--- src/rtl/pec_regs.svh ---
// Purpose: Offsets, fields, resets and counts.
// Assumes: 25 MHz mclk.
// Notes: Definitions only.
`ifndef PEC_REGS_SVH
`define PEC_REGS_SVH

// ----------------------------------------------------------------------
// Register offsets
// ----------------------------------------------------------------------
`define PEC_OFS_EN 6'h00
`define PEC_OFS_CVOLT 6'h04
`define PEC_OFS_RAMP 6'h08
`define PEC_OFS_LSRISE 6'h0c
`define PEC_OFS_LDOA 6'h10
`define PEC_OFS_LDOB 6'h14
`define PEC_OFS_STAT 6'h18

// ----------------------------------------------------------------------
// Enable bits
// ----------------------------------------------------------------------
`define PEC_EN_CONV 0
`define PEC_EN_REG1 1
`define PEC_EN_REG2 2
`define PEC_EN_REG3 3
`define PEC_EN_LS 4
`define PEC_EN_REG4 5
`define PEC_EN_REG5 6
`define PEC_EN_USB 7

// ----------------------------------------------------------------------
// Reset values
// ----------------------------------------------------------------------
`define PEC_EN_RST 8'h00
`define PEC_CVOLT_RST 7'h08
`define PEC_CVOLT_MAX 7'h40
`define PEC_RAMP_RST 4'h1
`define PEC_RAMP_MIN 4'h1
`define PEC_RAMP_MAX 4'hc
`define PEC_LSRISE_RST 2'h0
`define PEC_REG2_RST 5'h12
`define PEC_REG3_RST 5'h19
`define PEC_SYNC_RST 11'h040

// ----------------------------------------------------------------------
// Timing counts
// ----------------------------------------------------------------------
`define PEC_CLK_MHZ 25
`define PEC_STEP_MV 25
`define PEC_SS_RATE 4'h2
`define PEC_TON_NS 100
`define PEC_TOFF_NS 100
`define PEC_TON_CYC ((`PEC_TON_NS * `PEC_CLK_MHZ + 999) / 1000)
`define PEC_TOFF_CYC ((`PEC_TOFF_NS * `PEC_CLK_MHZ + 999) / 1000)
`define PEC_SEQ_US 100
`define PEC_SEQ_CYC (`PEC_SEQ_US * `PEC_CLK_MHZ)
`define PEC_SEQ_STAGES 3'h6

`endif

--- src/rtl/pec_pkg.sv ---
// Purpose: Shared types.
// Assumes: None.
// Notes: One-hot state codes.
package pec_pkg;

    // Power-up sequencer states.
    typedef enum logic [1:0] {
        PEC_SEQ_IDLE = 2'b01,
        PEC_SEQ_RUN = 2'b10
    } pec_seq_e;

    // Converter switching phases.
    typedef enum logic [2:0] {
        PEC_SW_IDLE = 3'b001,
        PEC_SW_HIGH = 3'b010,
        PEC_SW_LOW = 3'b100
    } pec_sw_e;

endpackage

--- src/rtl/pec_ctl.sv ---
// Purpose: Enables, power-up order, defaults and
//          voltage stepping.
// Assumes: Pins are asynchronous.
// Notes: Avalon-MM registers.
//
// The Avalon-MM interface to the registers and the address map were left to the implementer.
`timescale 1ns/1ps
`include "pec_regs.svh"

// What this block does
// Ramp rate selectable 1 to 12 mV/us
// Same ramp rate for rising and falling
// Higher target approached gradually in regulation
// Lower target: rectifier sinks output charge
// Converter voltage programmable 0.8 to 2.4 V
// Below threshold: high side on, min on-time
// High side off for min off-time
// Rectifier on while off, until zero current
// Soft-start at fixed ramp on enable
// Enables are pin OR register bit
// USB switch off only when both set
// Regulators four, five share one pin
// Open enable pins low, USB pin high
// Any enable powers up, registers writable
// Host clears bits and pins to shut down
// No enable present: registers to defaults
// Defaults 1.0, 2.6, 3.3 V; others variant
// Load switch rise time is programmable
// Pins rising together power up in order
// Undervoltage disables outputs, resets registers
// One code step per rate-derived interval
module pec_ctl
    import pec_pkg::*;
#(
    parameter logic [4:0] REG1_DEF = 5'h14,
    parameter logic [4:0] REG4_DEF = 5'h16,
    parameter logic [4:0] REG5_DEF = 5'h02
)
(
    input wire logic mclk,
    input wire logic sys_rst,
    input wire logic ce,
    input wire logic [5:0] avs_address,
    input wire logic avs_read,
    input wire logic avs_write,
    input wire logic [31:0] avs_writedata,
    output logic [31:0] avs_readdata,
    output logic avs_waitrequest,
    input wire logic converter_enable_pin,
    input wire logic reg1_enable_pin,
    input wire logic reg2_enable_pin,
    input wire logic reg3_enable_pin,
    input wire logic reg4_reg5_shared_enable_pin,
    input wire logic load_switch_enable_pin,
    input wire logic usb_switch_shutdown_pin,
    input wire logic fb_below_pin,
    input wire logic over_limit_pin,
    input wire logic rect_zero_pin,
    input wire logic uvlo_pin,
    output logic conv_en,
    output logic [6:0] conv_code,
    output logic conv_sink,
    output logic conv_ramping,
    output logic hs_on,
    output logic rect_on,
    output logic reg1_en,
    output logic reg2_en,
    output logic reg3_en,
    output logic reg4_en,
    output logic reg5_en,
    output logic [4:0] reg1_code,
    output logic [4:0] reg2_code,
    output logic [4:0] reg3_code,
    output logic [4:0] reg4_code,
    output logic [4:0] reg5_code,
    output logic ls_en,
    output logic [1:0] ls_rise_sel,
    output logic usb_on,
    output logic dev_active
);

    // ------------------------------------------------------------------
    // Helper functions
    // ------------------------------------------------------------------
    // Cycles per 25 mV code step at a rate in mV/us.
    function automatic logic [9:0] step_cyc(input logic [3:0] rate);
        logic [15:0] p;
        p = 16'(`PEC_STEP_MV * `PEC_CLK_MHZ) / {12'h000, rate};
        return p[9:0];
    endfunction

    // Clamps a rate to 1..12.
    function automatic logic [3:0] rate_fix(input logic [3:0] v);
        if (v < `PEC_RAMP_MIN) begin
            return `PEC_RAMP_MIN;
        end
        if (v > `PEC_RAMP_MAX) begin
            return `PEC_RAMP_MAX;
        end
        return v;
    endfunction

    // ------------------------------------------------------------------
    // Pin synchronisers
    // ------------------------------------------------------------------
    logic [10:0] pin_meta_r, pin_s;
    wire [10:0] pin_raw = {uvlo_pin, rect_zero_pin, over_limit_pin, fb_below_pin,
        usb_switch_shutdown_pin, load_switch_enable_pin, reg4_reg5_shared_enable_pin,
        reg3_enable_pin, reg2_enable_pin, reg1_enable_pin, converter_enable_pin};

    // Reset levels match pulls.
    always_ff @(posedge mclk or posedge sys_rst) begin
        if (sys_rst) begin
            pin_meta_r <= `PEC_SYNC_RST;
            pin_s <= `PEC_SYNC_RST;
        end else if (ce) begin
            pin_meta_r <= pin_raw;
            pin_s <= pin_meta_r;
        end
    end

    wire uvlo = pin_s[10];
    wire usb_shdn = pin_s[6];
    wire pin45 = pin_s[4];

    // ------------------------------------------------------------------
    // Register file
    // ------------------------------------------------------------------
    logic [7:0] en_r;
    logic [6:0] cvolt_r;
    logic [3:0] ramp_r;
    logic [1:0] lsrise_r;
    logic [14:0] ldoa_r;
    logic [9:0] ldob_r;
    logic wait_r;
    logic [31:0] rdata_r;

    // One wait state per request.
    wire req = avs_read | avs_write;
    wire wr_go = avs_write & ~wait_r;
    wire wr_en = wr_go & (avs_address == `PEC_OFS_EN);
    wire wr_cv = wr_go & (avs_address == `PEC_OFS_CVOLT);
    wire wr_rr = wr_go & (avs_address == `PEC_OFS_RAMP);
    wire wr_ls = wr_go & (avs_address == `PEC_OFS_LSRISE);
    wire wr_la = wr_go & (avs_address == `PEC_OFS_LDOA);
    wire wr_lb = wr_go & (avs_address == `PEC_OFS_LDOB);

    // Defaults when idle or in UVLO.
    wire present = |pin_s[5:0] | ~usb_shdn | |en_r[6:0];
    wire clr = uvlo | ~present;
    wire [6:0] cv_wd = avs_writedata[6:0];
    wire [6:0] cv_fix = (cv_wd > `PEC_CVOLT_MAX) ? `PEC_CVOLT_MAX : cv_wd;
    wire [14:0] ldoa_def = {`PEC_REG3_RST, `PEC_REG2_RST, REG1_DEF};
    wire [9:0] ldob_def = {REG5_DEF, REG4_DEF};
    wire [14:0] la_wd = {avs_writedata[20:16], avs_writedata[12:8], avs_writedata[4:0]};
    wire [9:0] lb_wd = {avs_writedata[12:8], avs_writedata[4:0]};

    // A write beats the clear.
    wire [7:0] en_nxt = wr_en ? avs_writedata[7:0] : clr ? `PEC_EN_RST : en_r;
    wire [6:0] cvolt_nxt = wr_cv ? cv_fix : clr ? `PEC_CVOLT_RST : cvolt_r;
    wire [3:0] ramp_nxt = wr_rr ? rate_fix(avs_writedata[3:0])
        : clr ? `PEC_RAMP_RST : ramp_r;
    wire [1:0] lsrise_nxt = wr_ls ? avs_writedata[1:0]
        : clr ? `PEC_LSRISE_RST : lsrise_r;
    wire [14:0] ldoa_nxt = wr_la ? la_wd : clr ? ldoa_def : ldoa_r;
    wire [9:0] ldob_nxt = wr_lb ? lb_wd : clr ? ldob_def : ldob_r;

    // Register storage.
    always_ff @(posedge mclk or posedge sys_rst) begin
        if (sys_rst) begin
            en_r <= `PEC_EN_RST;
            cvolt_r <= `PEC_CVOLT_RST;
            ramp_r <= `PEC_RAMP_RST;
            lsrise_r <= `PEC_LSRISE_RST;
            ldoa_r <= {`PEC_REG3_RST, `PEC_REG2_RST, REG1_DEF};
            ldob_r <= {REG5_DEF, REG4_DEF};
        end else if (ce) begin
            en_r <= en_nxt;
            cvolt_r <= cvolt_nxt;
            ramp_r <= ramp_nxt;
            lsrise_r <= lsrise_nxt;
            ldoa_r <= ldoa_nxt;
            ldob_r <= ldob_nxt;
        end
    end

    // ------------------------------------------------------------------
    // Enable combining and power-up sequencer
    // ------------------------------------------------------------------
    pec_seq_e seq_r;
    logic [2:0] stage_r;
    logic [11:0] seq_cnt_r;
    logic prv_low_r;

    // Raw output requests.
    wire [5:0] req6 = {
        pin45 | en_r[`PEC_EN_REG5],
        pin45 | en_r[`PEC_EN_REG4],
        pin_s[3] | en_r[`PEC_EN_REG3],
        pin_s[2] | en_r[`PEC_EN_REG2],
        pin_s[1] | en_r[`PEC_EN_REG1],
        pin_s[0] | en_r[`PEC_EN_CONV]};
    wire ls_req = pin_s[5] | en_r[`PEC_EN_LS];
    wire usb_req = ~(usb_shdn & en_r[`PEC_EN_USB]);

    // All five pins rising starts it.
    wire all5 = &pin_s[4:0];
    wire seq_start = prv_low_r & all5;
    wire seq_run = seq_r == PEC_SEQ_RUN;
    wire seq_tick = seq_cnt_r == 12'(`PEC_SEQ_CYC - 1);
    wire [5:0] seq_mask = seq_run ? ~(6'h3f << stage_r) : seq_start ? 6'h01 : 6'h3f;
    wire [5:0] out6_nxt = req6 & seq_mask & {6{~uvlo}};

    // One more output per interval.
    always_ff @(posedge mclk or posedge sys_rst) begin
        if (sys_rst) begin
            seq_r <= PEC_SEQ_IDLE;
            stage_r <= 3'h0;
            seq_cnt_r <= 12'h000;
            prv_low_r <= 1'b0;
        end else if (ce) begin
            prv_low_r <= ~|pin_s[4:0];
            unique case (seq_r)
                PEC_SEQ_IDLE: begin
                    seq_cnt_r <= 12'h000;
                    stage_r <= 3'h1;
                    if (seq_start & ~uvlo) begin
                        seq_r <= PEC_SEQ_RUN;
                    end
                end
                PEC_SEQ_RUN: begin
                    seq_cnt_r <= seq_tick ? 12'h000 : seq_cnt_r + 12'h001;
                    if (seq_tick) begin
                        stage_r <= stage_r + 3'h1;
                    end
                    if (~all5 | uvlo | (seq_tick & stage_r == `PEC_SEQ_STAGES - 3'h1)) begin
                        seq_r <= PEC_SEQ_IDLE;
                    end
                end
                default: begin
                    seq_r <= PEC_SEQ_IDLE;
                end
            endcase
        end
    end

    // Registered enable outputs.
    always_ff @(posedge mclk or posedge sys_rst) begin
        if (sys_rst) begin
            {reg5_en, reg4_en, reg3_en, reg2_en, reg1_en, conv_en} <= 6'h00;
            ls_en <= 1'b0;
            usb_on <= 1'b0;
            dev_active <= 1'b0;
        end else if (ce) begin
            {reg5_en, reg4_en, reg3_en, reg2_en, reg1_en, conv_en} <= out6_nxt;
            ls_en <= ls_req & ~uvlo;
            usb_on <= usb_req & ~uvlo;
            dev_active <= present & ~uvlo;
        end
    end

    // ------------------------------------------------------------------
    // Converter voltage stepping
    // ------------------------------------------------------------------
    logic [6:0] cur_r;
    logic [9:0] tick_r;
    logic ss_r;
    logic conv_prv_r;

    // Soft-start has a fixed rate.
    wire [9:0] period = step_cyc(ss_r ? `PEC_SS_RATE : ramp_r);
    wire at_tgt = cur_r == cvolt_r;
    wire go_up = cur_r < cvolt_r;
    wire step = tick_r >= period - 10'h001;
    wire sink_nxt = conv_en & ~ss_r & ~go_up & ~at_tgt;

    // One step per interval.
    always_ff @(posedge mclk or posedge sys_rst) begin
        if (sys_rst) begin
            cur_r <= 7'h00;
            tick_r <= 10'h000;
            ss_r <= 1'b0;
            conv_prv_r <= 1'b0;
        end else if (ce) begin
            conv_prv_r <= conv_en;
            if (!conv_en) begin
                cur_r <= 7'h00;
                tick_r <= 10'h000;
                ss_r <= 1'b0;
            end else if (!conv_prv_r) begin
                cur_r <= 7'h00;
                tick_r <= 10'h000;
                ss_r <= 1'b1;
            end else if (at_tgt) begin
                tick_r <= 10'h000;
                ss_r <= 1'b0;
            end else if (step) begin
                tick_r <= 10'h000;
                cur_r <= go_up ? cur_r + 7'h01 : cur_r - 7'h01;
            end else begin
                tick_r <= tick_r + 10'h001;
            end
        end
    end

    // Registered converter and regulator settings.
    always_ff @(posedge mclk or posedge sys_rst) begin
        if (sys_rst) begin
            conv_code <= 7'h00;
            conv_sink <= 1'b0;
            conv_ramping <= 1'b0;
            ls_rise_sel <= `PEC_LSRISE_RST;
            {reg3_code, reg2_code, reg1_code} <= {`PEC_REG3_RST, `PEC_REG2_RST, REG1_DEF};
            {reg5_code, reg4_code} <= {REG5_DEF, REG4_DEF};
        end else if (ce) begin
            conv_code <= cur_r;
            conv_sink <= sink_nxt;
            conv_ramping <= conv_en & ~at_tgt;
            ls_rise_sel <= lsrise_r;
            {reg3_code, reg2_code, reg1_code} <= ldoa_r;
            {reg5_code, reg4_code} <= ldob_r;
        end
    end

    // Switch timing.
    pec_hyst u_hyst (
        .mclk(mclk),
        .sys_rst(sys_rst),
        .ce(ce),
        .enable(conv_en & ~uvlo),
        .below_thr(pin_s[7]),
        .over_limit(pin_s[8]),
        .rect_zero(pin_s[9]),
        .sink_req(conv_sink),
        .hs_on(hs_on),
        .rect_on(rect_on)
    );

    // ------------------------------------------------------------------
    // Bus read path
    // ------------------------------------------------------------------
    wire [31:0] stat = {13'h0000, dev_active, seq_run, conv_ramping, 1'b0, conv_code,
        usb_on, reg5_en, reg4_en, ls_en, reg3_en, reg2_en, reg1_en, conv_en};
    wire [31:0] rd_mux =
        (avs_address == `PEC_OFS_EN) ? {24'h000000, en_r} :
        (avs_address == `PEC_OFS_CVOLT) ? {25'h0000000, cvolt_r} :
        (avs_address == `PEC_OFS_RAMP) ? {28'h0000000, ramp_r} :
        (avs_address == `PEC_OFS_LSRISE) ? {30'h00000000, lsrise_r} :
        (avs_address == `PEC_OFS_LDOA) ?
            {11'h000, ldoa_r[14:10], 3'h0, ldoa_r[9:5], 3'h0, ldoa_r[4:0]} :
        (avs_address == `PEC_OFS_LDOB) ? {19'h00000, ldob_r[9:5], 3'h0, ldob_r[4:0]} :
        (avs_address == `PEC_OFS_STAT) ? stat : 32'h00000000;

    // Handshake and read data.
    always_ff @(posedge mclk or posedge sys_rst) begin
        if (sys_rst) begin
            wait_r <= 1'b1;
            rdata_r <= 32'h00000000;
        end else if (ce) begin
            wait_r <= ~(req & wait_r);
            if (avs_read & wait_r) begin
                rdata_r <= rd_mux;
            end
        end
    end

    assign avs_waitrequest = wait_r;
    assign avs_readdata = rdata_r;

endmodule // pec_ctl

--- src/rtl/pec_hyst.sv ---
// Purpose: Converter switch timing.
// Assumes: Synced inputs.
// Notes: Outputs are registered.
`timescale 1ns/1ps
`include "pec_regs.svh"

module pec_hyst
    import pec_pkg::*;
(
    input wire logic mclk,
    input wire logic sys_rst,
    input wire logic ce,
    input wire logic enable,
    input wire logic below_thr,
    input wire logic over_limit,
    input wire logic rect_zero,
    input wire logic sink_req,
    output logic hs_on,
    output logic rect_on
);

    pec_sw_e state_r, state_nxt;
    logic [3:0] cnt_r, cnt_nxt;
    logic rect_nxt;

    // ------------------------------------------------------------------
    // Phase decisions
    // ------------------------------------------------------------------
    wire cnt_done = cnt_r == 4'h0;
    wire [3:0] cnt_dec = cnt_done ? 4'h0 : cnt_r - 4'h1;
    wire go_high = below_thr;
    wire end_high = over_limit | (cnt_done & ~below_thr);
    wire end_low = cnt_done & below_thr;

    // Next phase and counter.
    always_comb begin
        state_nxt = state_r;
        cnt_nxt = cnt_dec;
        rect_nxt = rect_on;
        unique case (state_r)
            PEC_SW_IDLE: begin
                rect_nxt = 1'b0;
                if (go_high) begin
                    state_nxt = PEC_SW_HIGH;
                    cnt_nxt = 4'(`PEC_TON_CYC);
                end
            end
            PEC_SW_HIGH: begin
                rect_nxt = 1'b0;
                if (end_high) begin
                    state_nxt = PEC_SW_LOW;
                    cnt_nxt = 4'(`PEC_TOFF_CYC);
                    rect_nxt = 1'b1;
                end
            end
            PEC_SW_LOW: begin
                if (rect_zero & ~sink_req) begin
                    rect_nxt = 1'b0;
                end
                if (end_low) begin
                    state_nxt = PEC_SW_HIGH;
                    cnt_nxt = 4'(`PEC_TON_CYC);
                    rect_nxt = 1'b0;
                end
            end
            default: begin
                state_nxt = PEC_SW_IDLE;
                rect_nxt = 1'b0;
            end
        endcase
        if (!enable) begin
            state_nxt = PEC_SW_IDLE;
            rect_nxt = 1'b0;
            cnt_nxt = 4'h0;
        end
    end

    // Phase registers.
    always_ff @(posedge mclk or posedge sys_rst) begin
        if (sys_rst) begin
            state_r <= PEC_SW_IDLE;
            cnt_r <= 4'h0;
            hs_on <= 1'b0;
            rect_on <= 1'b0;
        end else if (ce) begin
            state_r <= state_nxt;
            cnt_r <= cnt_nxt;
            hs_on <= state_nxt == PEC_SW_HIGH;
            rect_on <= rect_nxt;
        end
    end

endmodule // pec_hyst

--- config.mk ---
export PLATFORM = sky130hd
export DESIGN_NAME = pec_ctl
export DESIGN_NICKNAME = d
export VERILOG_FILES = /design/src/rtl/pec_pkg.sv /design/src/rtl/pec_ctl.sv /design/src/rtl/pec_hyst.sv
export VERILOG_INCLUDE_DIRS = /design/src /design/src/rtl
export SDC_FILE = /design/constraint.sdc
export NUM_CORES = 1
export LEC_CHECK = 0
export BUFFER_PORTS_ARGS = -buffer_cell sky130_fd_sc_hd__buf_4
export CAP_MARGIN = 0
export CORE_ASPECT_RATIO = 1.2
export CORE_MARGIN = 8
export CORE_UTILIZATION = 60
export CTS_CLUSTER_DIAMETER = 100
export CTS_CLUSTER_SIZE = 8
export DETAILED_ROUTE_END_ITERATION = 7
export PLACE_DENSITY = 0.81
export SYNTH_ARGS = -nofsm -noshare
export SYNTH_HDL_FRONTEND = slang
export SYNTH_HIERARCHICAL = 1
export SYNTH_SLANG_ARGS = --single-unit
export TNS_END_PERCENT = 20
--- constraint.sdc ---
create_clock -name mclk -period 54.1 [get_ports mclk]
set_clock_uncertainty 0.1 [all_clocks]
set_input_delay 10.82 -clock mclk [delete_from_list [all_inputs] [get_ports mclk]]
set_output_delay 10.82 -clock mclk [all_outputs]
set_load 0.02 [all_outputs]
**Yosys cells after proc, flatten, opt, wreduce, memory -nomap -nowiden**

Cells that the tools add are included.

- Register bits: 192
- Latch bits: 0
- Bits in writable memories: 0
- ROM bits: 0
- Output and inout bits: 80
- Word-level logic and storage cells: 221
- Memories kept: 0

- $add $sub $neg: 7
- Multiply operators: 0
- Div/mod/pow operators: 1
- $lt $le $gt $ge: 5
- Equal/unequal tests: 22
- Shift operators: 1
- Mux-type cells: 65
- Bitwise gates (word level): 53
- Reductions and logical operators: 27

Operator list:

| operator | count |
|---|---|
| $mux W21 | 5 |
| $mux W10 | 6 |
| $mux W7 | 8 |
| $mux W4 | 12 |
| $mux W19 | 2 |
| $mux W15 | 2 |
| $and A1 B1 Y1 | 24 |
| $pmux W12 S2 | 1 |
| $reduce_and A2 Y1 | 10 |
| $eq A6 B5 Y1 const B | 3 |
| $div A10 B4 Y16 const A | 1 |
| $mux W8 | 2 |
| $mux W3 | 5 |
| $or A1 B1 Y1 | 14 |
| $reduce_bool A2 Y1 | 7 |
| $add A12 B1 Y12 const B | 1 |
| $and A6 B6 Y6 | 2 |
| $eq A12 B12 Y1 const B | 1 |
| $eq A6 B4 Y1 const B | 2 |
| $mux W12 | 1 |
| $mux W6 | 2 |
| $not A1 Y1 | 12 |
| $pmux W4 S3 | 1 |
| $add A10 B1 Y10 const B | 1 |
| 38 further kinds | 56 |

**Depth between registers and ports, before layout**

- Depth in word-level cells: 8
- Mapped depth: 118
- Mapped depth without buffers: 104

**By module**

The synthesis kept the hierarchy.

By module, submodules not included:

| module | instances | cells an instance | area each (µm²) | sequential area each (µm²) |
|---|---|---|---|---|
| pec_ctl | 1 | 1405 | 12251.8 | 4314.1 |
| pec_hyst | 1 | 72 | 645.6 | 226.5 |

**Worst setup path before layout**

OpenSTA, ideal clock, no wires.

- Path type: flip-flop to flip-flop
- Start: register ss_r
- End: register tick_r[6]
- Library setup time: 0.083 ns
- Data arrival time: 19.519 ns
- Data required time: 53.917 ns
- Setup slack: 34.398 ns
- Cell stages (with the launch flop): 116
- Path buffers: 13
- Period minus slack after synthesis: 19.702 ns
- Cell sequence: dfrtp_1 buf_2 buf_1 nor2b_1 inv_1 ha_1 buf_2 nor2b_1 o32ai_4 o22ai_2 nand2_1 ha_1 o21a_1 nor3_1 nand3_2 and2_4 buf_6 a21oi_1 [... 80 more ...] ha_1 ha_1 a21o_1 a21o_1 a21oi_1 nor2b_1 o21ai_0 nand2b_1 a21oi_1 nor2b_1 o21ai_0 nand2b_1 a21oi_1 nand3_1 clkbuf_1 o21ai_0 nand2_1 o21ai_0

- Cells in the longest elaborated chain, start to end: 8

RTL lines:

| item | RTL line | RTL |
|---|---|---|
| start, declared | pec_ctl.sv:267 | `logic ss_r;` |
| start signal, assigned | pec_ctl.sv:282 | `ss_r <= 1'b0;` |
| start signal, assigned | pec_ctl.sv:289 | `ss_r <= 1'b0;` |
| start signal, assigned | pec_ctl.sv:293 | `ss_r <= 1'b1;` |
| $mux W4 | pec_ctl.sv:271 | `` wire [9:0] period = step_cyc(ss_r ? `PEC_SS_RATE : ramp_r); `` |
| $div A10 B4 Y16 | pec_ctl.sv:88 | `` p = 16'(`PEC_STEP_MV * `PEC_CLK_MHZ) / {12'h000, rate}; `` |
| $sub A10 B1 Y10 | pec_ctl.sv:274 | `wire step = tick_r >= period - 10'h001;` |
| $ge A10 B10 Y1 | pec_ctl.sv:274 |  |
| $mux W10 | pec_ctl.sv:297 | `end else if (step) begin` |
| $mux W10 | pec_ctl.sv:294 | `end else if (at_tgt) begin` |
| $mux W10 | pec_ctl.sv:290 | `end else if (!conv_prv_r) begin` |
| $mux W10 | pec_ctl.sv:286 | `if (!conv_en) begin` |
| end signal, assigned | pec_ctl.sv:301 | `tick_r <= tick_r + 10'h001;` |
| end, declared | pec_ctl.sv:266 | `logic [9:0] tick_r;` |

No other way between the ends.
A chain may end at the register's enable or synchronous reset.

**Worst setup path after layout**

- Start: register ss_r
- End: register tick_r[3]

Same word-level chain as after synthesis.

==> flow_results.org <==
** Status
- The flow ran to the end, and the final reports show no timing, DRC or antenna violations.

** Timing
- At the pin with the least slew margin, the transition time is 1139 ps.
- Setup violation total in the final timing report :: 0
- For the final routed database, the setup TNS stands at 0 ps.
- Setup repair after global routing missed its margin :: false
- Period Utilization, post-route :: 44.21%
- For this run, the top clock speed supported by timing is 41.81 MHz.
- Minimum hold slack :: 397.2 ps
- The max-slew violation total from the final report was 0.
- Final-report hold violation count :: 0
- Slew HR :: 24.06%
- Shortest period the worst path allows :: 23920 ps

** Global routing
- Congestion Overflow GR :: 0
- Number of global-route vias before repair :: 11640
- Maximum number of pins on one net before global-route repair :: 90
- Initial antenna violation count :: 0
- Overall Global Routing Usage :: 25.96%
- First-pass GRT wire length :: 56.73 mm

** Layout
- Net count reported at finish :: 1655
- Area added between synthesis and finish :: 11.03%
- The number of antenna diodes in the final layout is 0.
- Layout Utilization :: 68.04%
- Cells with a size suffix above 1 make up 18.39% of the layout.

** Logic synthesis
- Average cell area after synthesis :: 8.732 sq um
- Number of enable flip-flop cells after synthesis :: 0
- The mapped netlist covers 12900 sq um.
- During synthesis, Yosys emitted a total of 6 warnings.
- Synth cell types :: 113
- Share of async-settable or async-resettable flops after synthesis :: 100.0%
- In the synthesized netlist the dominant register cell turns out to be sky130_fd_sc_hd__dfrtp_1.
- Number of storage elements in the synthesis netlist :: 180
- Sequential cells were found to cover 35.21% of the synthesized design area.
- Counting every instance in the synthesized netlist gives 1477.

** Worst hold path
- Class of the tightest hold or removal check :: reg -> reg

** Routing
- The detailed router placed 11820 vias in this run.
- Final wirelength :: 34.99 mm
- First-iteration detailed-routing DRC count :: 875
- The first detailed-routing pass took 7 iterations.
- Remaining routing DRC violations :: 0
- Via count normalized by instance count :: 6.475
- Dividing the detail-routed wire length by the instance count gives 19.17 microns.
- In this run the remaining antenna-violating nets after routing total 0.

** Floorplan
- For this configuration, the core starts out at a cell density of 61.28%.
- In this run the standard cell core region covers 21050 sq um.
- Num rows :: 58
- X dimension of the die :: 149.8 microns
- Measured along the y axis, the die boundary spans 176.6 microns.
- The floorplan step defined a die boundary enclosing 26460 sq um.
- 134 I/O pins were placed.

** Placed design
- Total of buffers placed on input and output ports :: 107
- Detailed placement finished with a half-perimeter wire length of 25.29 mm.
- Gp weighted congestion :: 0.9371

** Clocking
- Post-CTS timing repair inserted 0 buffers for setup.
- In this run the number of H-tree levels came out at 4.
- After clock tree synthesis, the repair step resized 0 gates.
- Clock slew seen by the registers of the worst setup and hold paths :: 70 ps
- Clock Path Buffers :: 2
- The tree built by TritonCTS fans out to 180 sinks.
- Clock tree synthesis selected as its root buffer the cell sky130_fd_sc_hd__clkbuf_16.
- Hold buffer count at cts :: 0
- Clock latency on the worst-skew pair :: 430 ps
- Clock buffer count from CTS :: 17
- CTS tree :: done

** Critical path
- Critical Path Sink :: tick_r[3]
- The setup path with the least slack is of type reg -> reg.
- The slowest stage of the critical path belongs to the cell sky130_fd_sc_hd__dfrtp_1.
- Kind of start point of the critical path :: flip-flop
- Setup slack on the worst flop-to-flop path :: 30180 ps
- Of all nets on the critical path, the largest fanout is 20.
- The worst setup path is captured at a flip-flop.
- The critical path starts at ss_r.
- In this design, the stage delay of the slowest critical-path cell is 750 ps.
- The worst register-to-register path begins at ss_r.
- In this run the critical register-to-register path is captured at tick_r[3].
- Worst Reg2Reg Path Length in Cells :: 100
- Data required time at the worst endpoint :: 54350 ps
- At the worst endpoint, the arrival time is 24160 ps.

** Job
- Number of maximum-capacitance constraint violations :: 0
-- cells by family after synthesis --
| kind of cell | after synthesis | synth area share [%] |
|---|---|---|
| AO/OA/AOI/OAI | 445 | 23.77 |
| XOR/XNOR | 46 | 3.124 |
| adder cells (fa/ha/maj) | 59 | 5.782 |
| buffers and inverters | 144 | 4.957 |
| flip-flops | 180 | 35.21 |
| multiplexers | 81 | 7.033 |
| other | 1 | 0.02908 |
| AND/OR/NAND/NOR | 521 | 20.10 |
-- cell type report --
type,instances,area [sq um]
multi-input cells,1164,7762
fillers,1698,6725
flip-flops and latches,180,4541
repair buffers,115,863.3
clock buffers,18,429.2
well taps,270,337.8
inverters,64,245.2
clock inverters,14,141.4
-- stage by stage --
stage	setup slack, ps	cells	instance area (sq um)
after floorplan	34400	1488	12940
after global placement	31040	1793	13750
after detailed placement	30620	1793	13750
after CTS	30510	1825	14320
after global routing	28190	1825	14320
final	30180	1825	14320
-- how the worst min path moves through the flow --
| stage | startpoint | slack [ps] | cells after the start | to |
|---|---|---|---|---|
| floorplan | prv_low_r | 350 | 1 | prv_low_r |
| global placement | avs_readdata[6] | 370 | 2 | avs_readdata[6] |
| detailed placement | prv_low_r | 380 | 1 | prv_low_r |
| CTS | avs_readdata[5] | 400 | 2 | avs_readdata[5] |
| global route | avs_readdata[8] | 420 | 2 | avs_readdata[8] |
| finish | avs_readdata[5] | 400 | 2 | avs_readdata[5] |
-- state kept, by name (all words and copies together), names as in the netlist, 5 cells and up --
| name | count |
|---|---|
| avs_readdata | 20 |
| conv_code | 7 |
| cur_r | 7 |
| cvolt_r | 7 |
| en_r | 8 |
| ldoa_r | 15 |
| ldob_r | 10 |
| pin_meta_r | 11 |
| pin_s | 11 |
| reg1_code | 5 |
| reg2_code | 5 |
| reg3_code | 5 |
| reg4_code | 5 |
| reg5_code | 5 |
| seq_cnt_r | 12 |
| tick_r | 10 |
-- worst max-delay path, delay by kind of cell (launching register included) --
kind | cells | cell delay, ps
compound gates | 44 | 9250
fa+ha+maj | 12 | 3830
buf+inv | 2 | 270
flops | 1 | 750
simple gates | 42 | 9600
-- per-layer routing --
metal	vias to the layer above	routed length (microns)	share of wire, %	global-route usage [%]
met5	-	0	0	0
met4	0	1245	3.6	12.06
met3	98	2501	7.1	4.918
met2	507	17290	49	44.98
met1	5700	13950	40	30.43
li1	5512	-	-	-
-- cells in the final DEF, fill, tap and decap left out, types with 12 or more instances in the layout --
| master | instances |
|---|---|
| sky130_fd_sc_hd__nand3_1 | 52 |
| sky130_fd_sc_hd__ha_1 | 58 |
| sky130_fd_sc_hd__xor2_1 | 23 |
| sky130_fd_sc_hd__mux2_2 | 63 |
| sky130_fd_sc_hd__o21a_1 | 16 |
| sky130_fd_sc_hd__clkbuf_16 | 17 |
| sky130_fd_sc_hd__nor2_1 | 110 |
| sky130_fd_sc_hd__buf_4 | 115 |
| sky130_fd_sc_hd__inv_1 | 59 |
| sky130_fd_sc_hd__nand4_1 | 18 |
| sky130_fd_sc_hd__dfrtp_1 | 151 |
| sky130_fd_sc_hd__xnor2_1 | 23 |
| sky130_fd_sc_hd__a31oi_1 | 12 |
| sky130_fd_sc_hd__and2_1 | 15 |
| sky130_fd_sc_hd__nand2b_1 | 28 |
| sky130_fd_sc_hd__conb_1 | 12 |
| sky130_fd_sc_hd__a21oi_1 | 72 |
| sky130_fd_sc_hd__and3_1 | 18 |
| sky130_fd_sc_hd__nand2_1 | 169 |
| sky130_fd_sc_hd__o21ai_0 | 137 |
| sky130_fd_sc_hd__o211ai_1 | 15 |
| sky130_fd_sc_hd__mux2i_1 | 15 |
| sky130_fd_sc_hd__or3_1 | 12 |
| sky130_fd_sc_hd__o2bb2ai_1 | 14 |
| sky130_fd_sc_hd__dfstp_2 | 29 |
| sky130_fd_sc_hd__nor2b_1 | 17 |
| sky130_fd_sc_hd__nor3_1 | 30 |
| sky130_fd_sc_hd__a21o_1 | 26 |
-- Yosys cell counts (18+ instances only) --
master	count	area [sq um]
sky130_fd_sc_hd__dfstp_2	29	762.0
sky130_fd_sc_hd__nand2_1	169	634.4
sky130_fd_sc_hd__and3_1	18	112.6
sky130_fd_sc_hd__a21o_1	26	195.2
sky130_fd_sc_hd__inv_1	60	225.2
sky130_fd_sc_hd__ha_1	58	725.7
sky130_fd_sc_hd__nand4_1	18	112.6
sky130_fd_sc_hd__nand3_1	52	260.3
sky130_fd_sc_hd__nor2_1	110	412.9
sky130_fd_sc_hd__nor3_1	30	150.1
sky130_fd_sc_hd__nand2b_1	28	175.2
sky130_fd_sc_hd__o21ai_0	137	685.7
sky130_fd_sc_hd__dfrtp_1	151	3779
sky130_fd_sc_hd__xor2_1	23	201.4
sky130_fd_sc_hd__mux2_2	63	709.4
sky130_fd_sc_hd__a21oi_1	72	360.4
sky130_fd_sc_hd__xnor2_1	23	201.4
sky130_fd_sc_hd__clkbuf_1	38	142.6
Power is not shown: default switching activity piles up to over one toggle a cycle in this logic, so the estimate is an artifact.
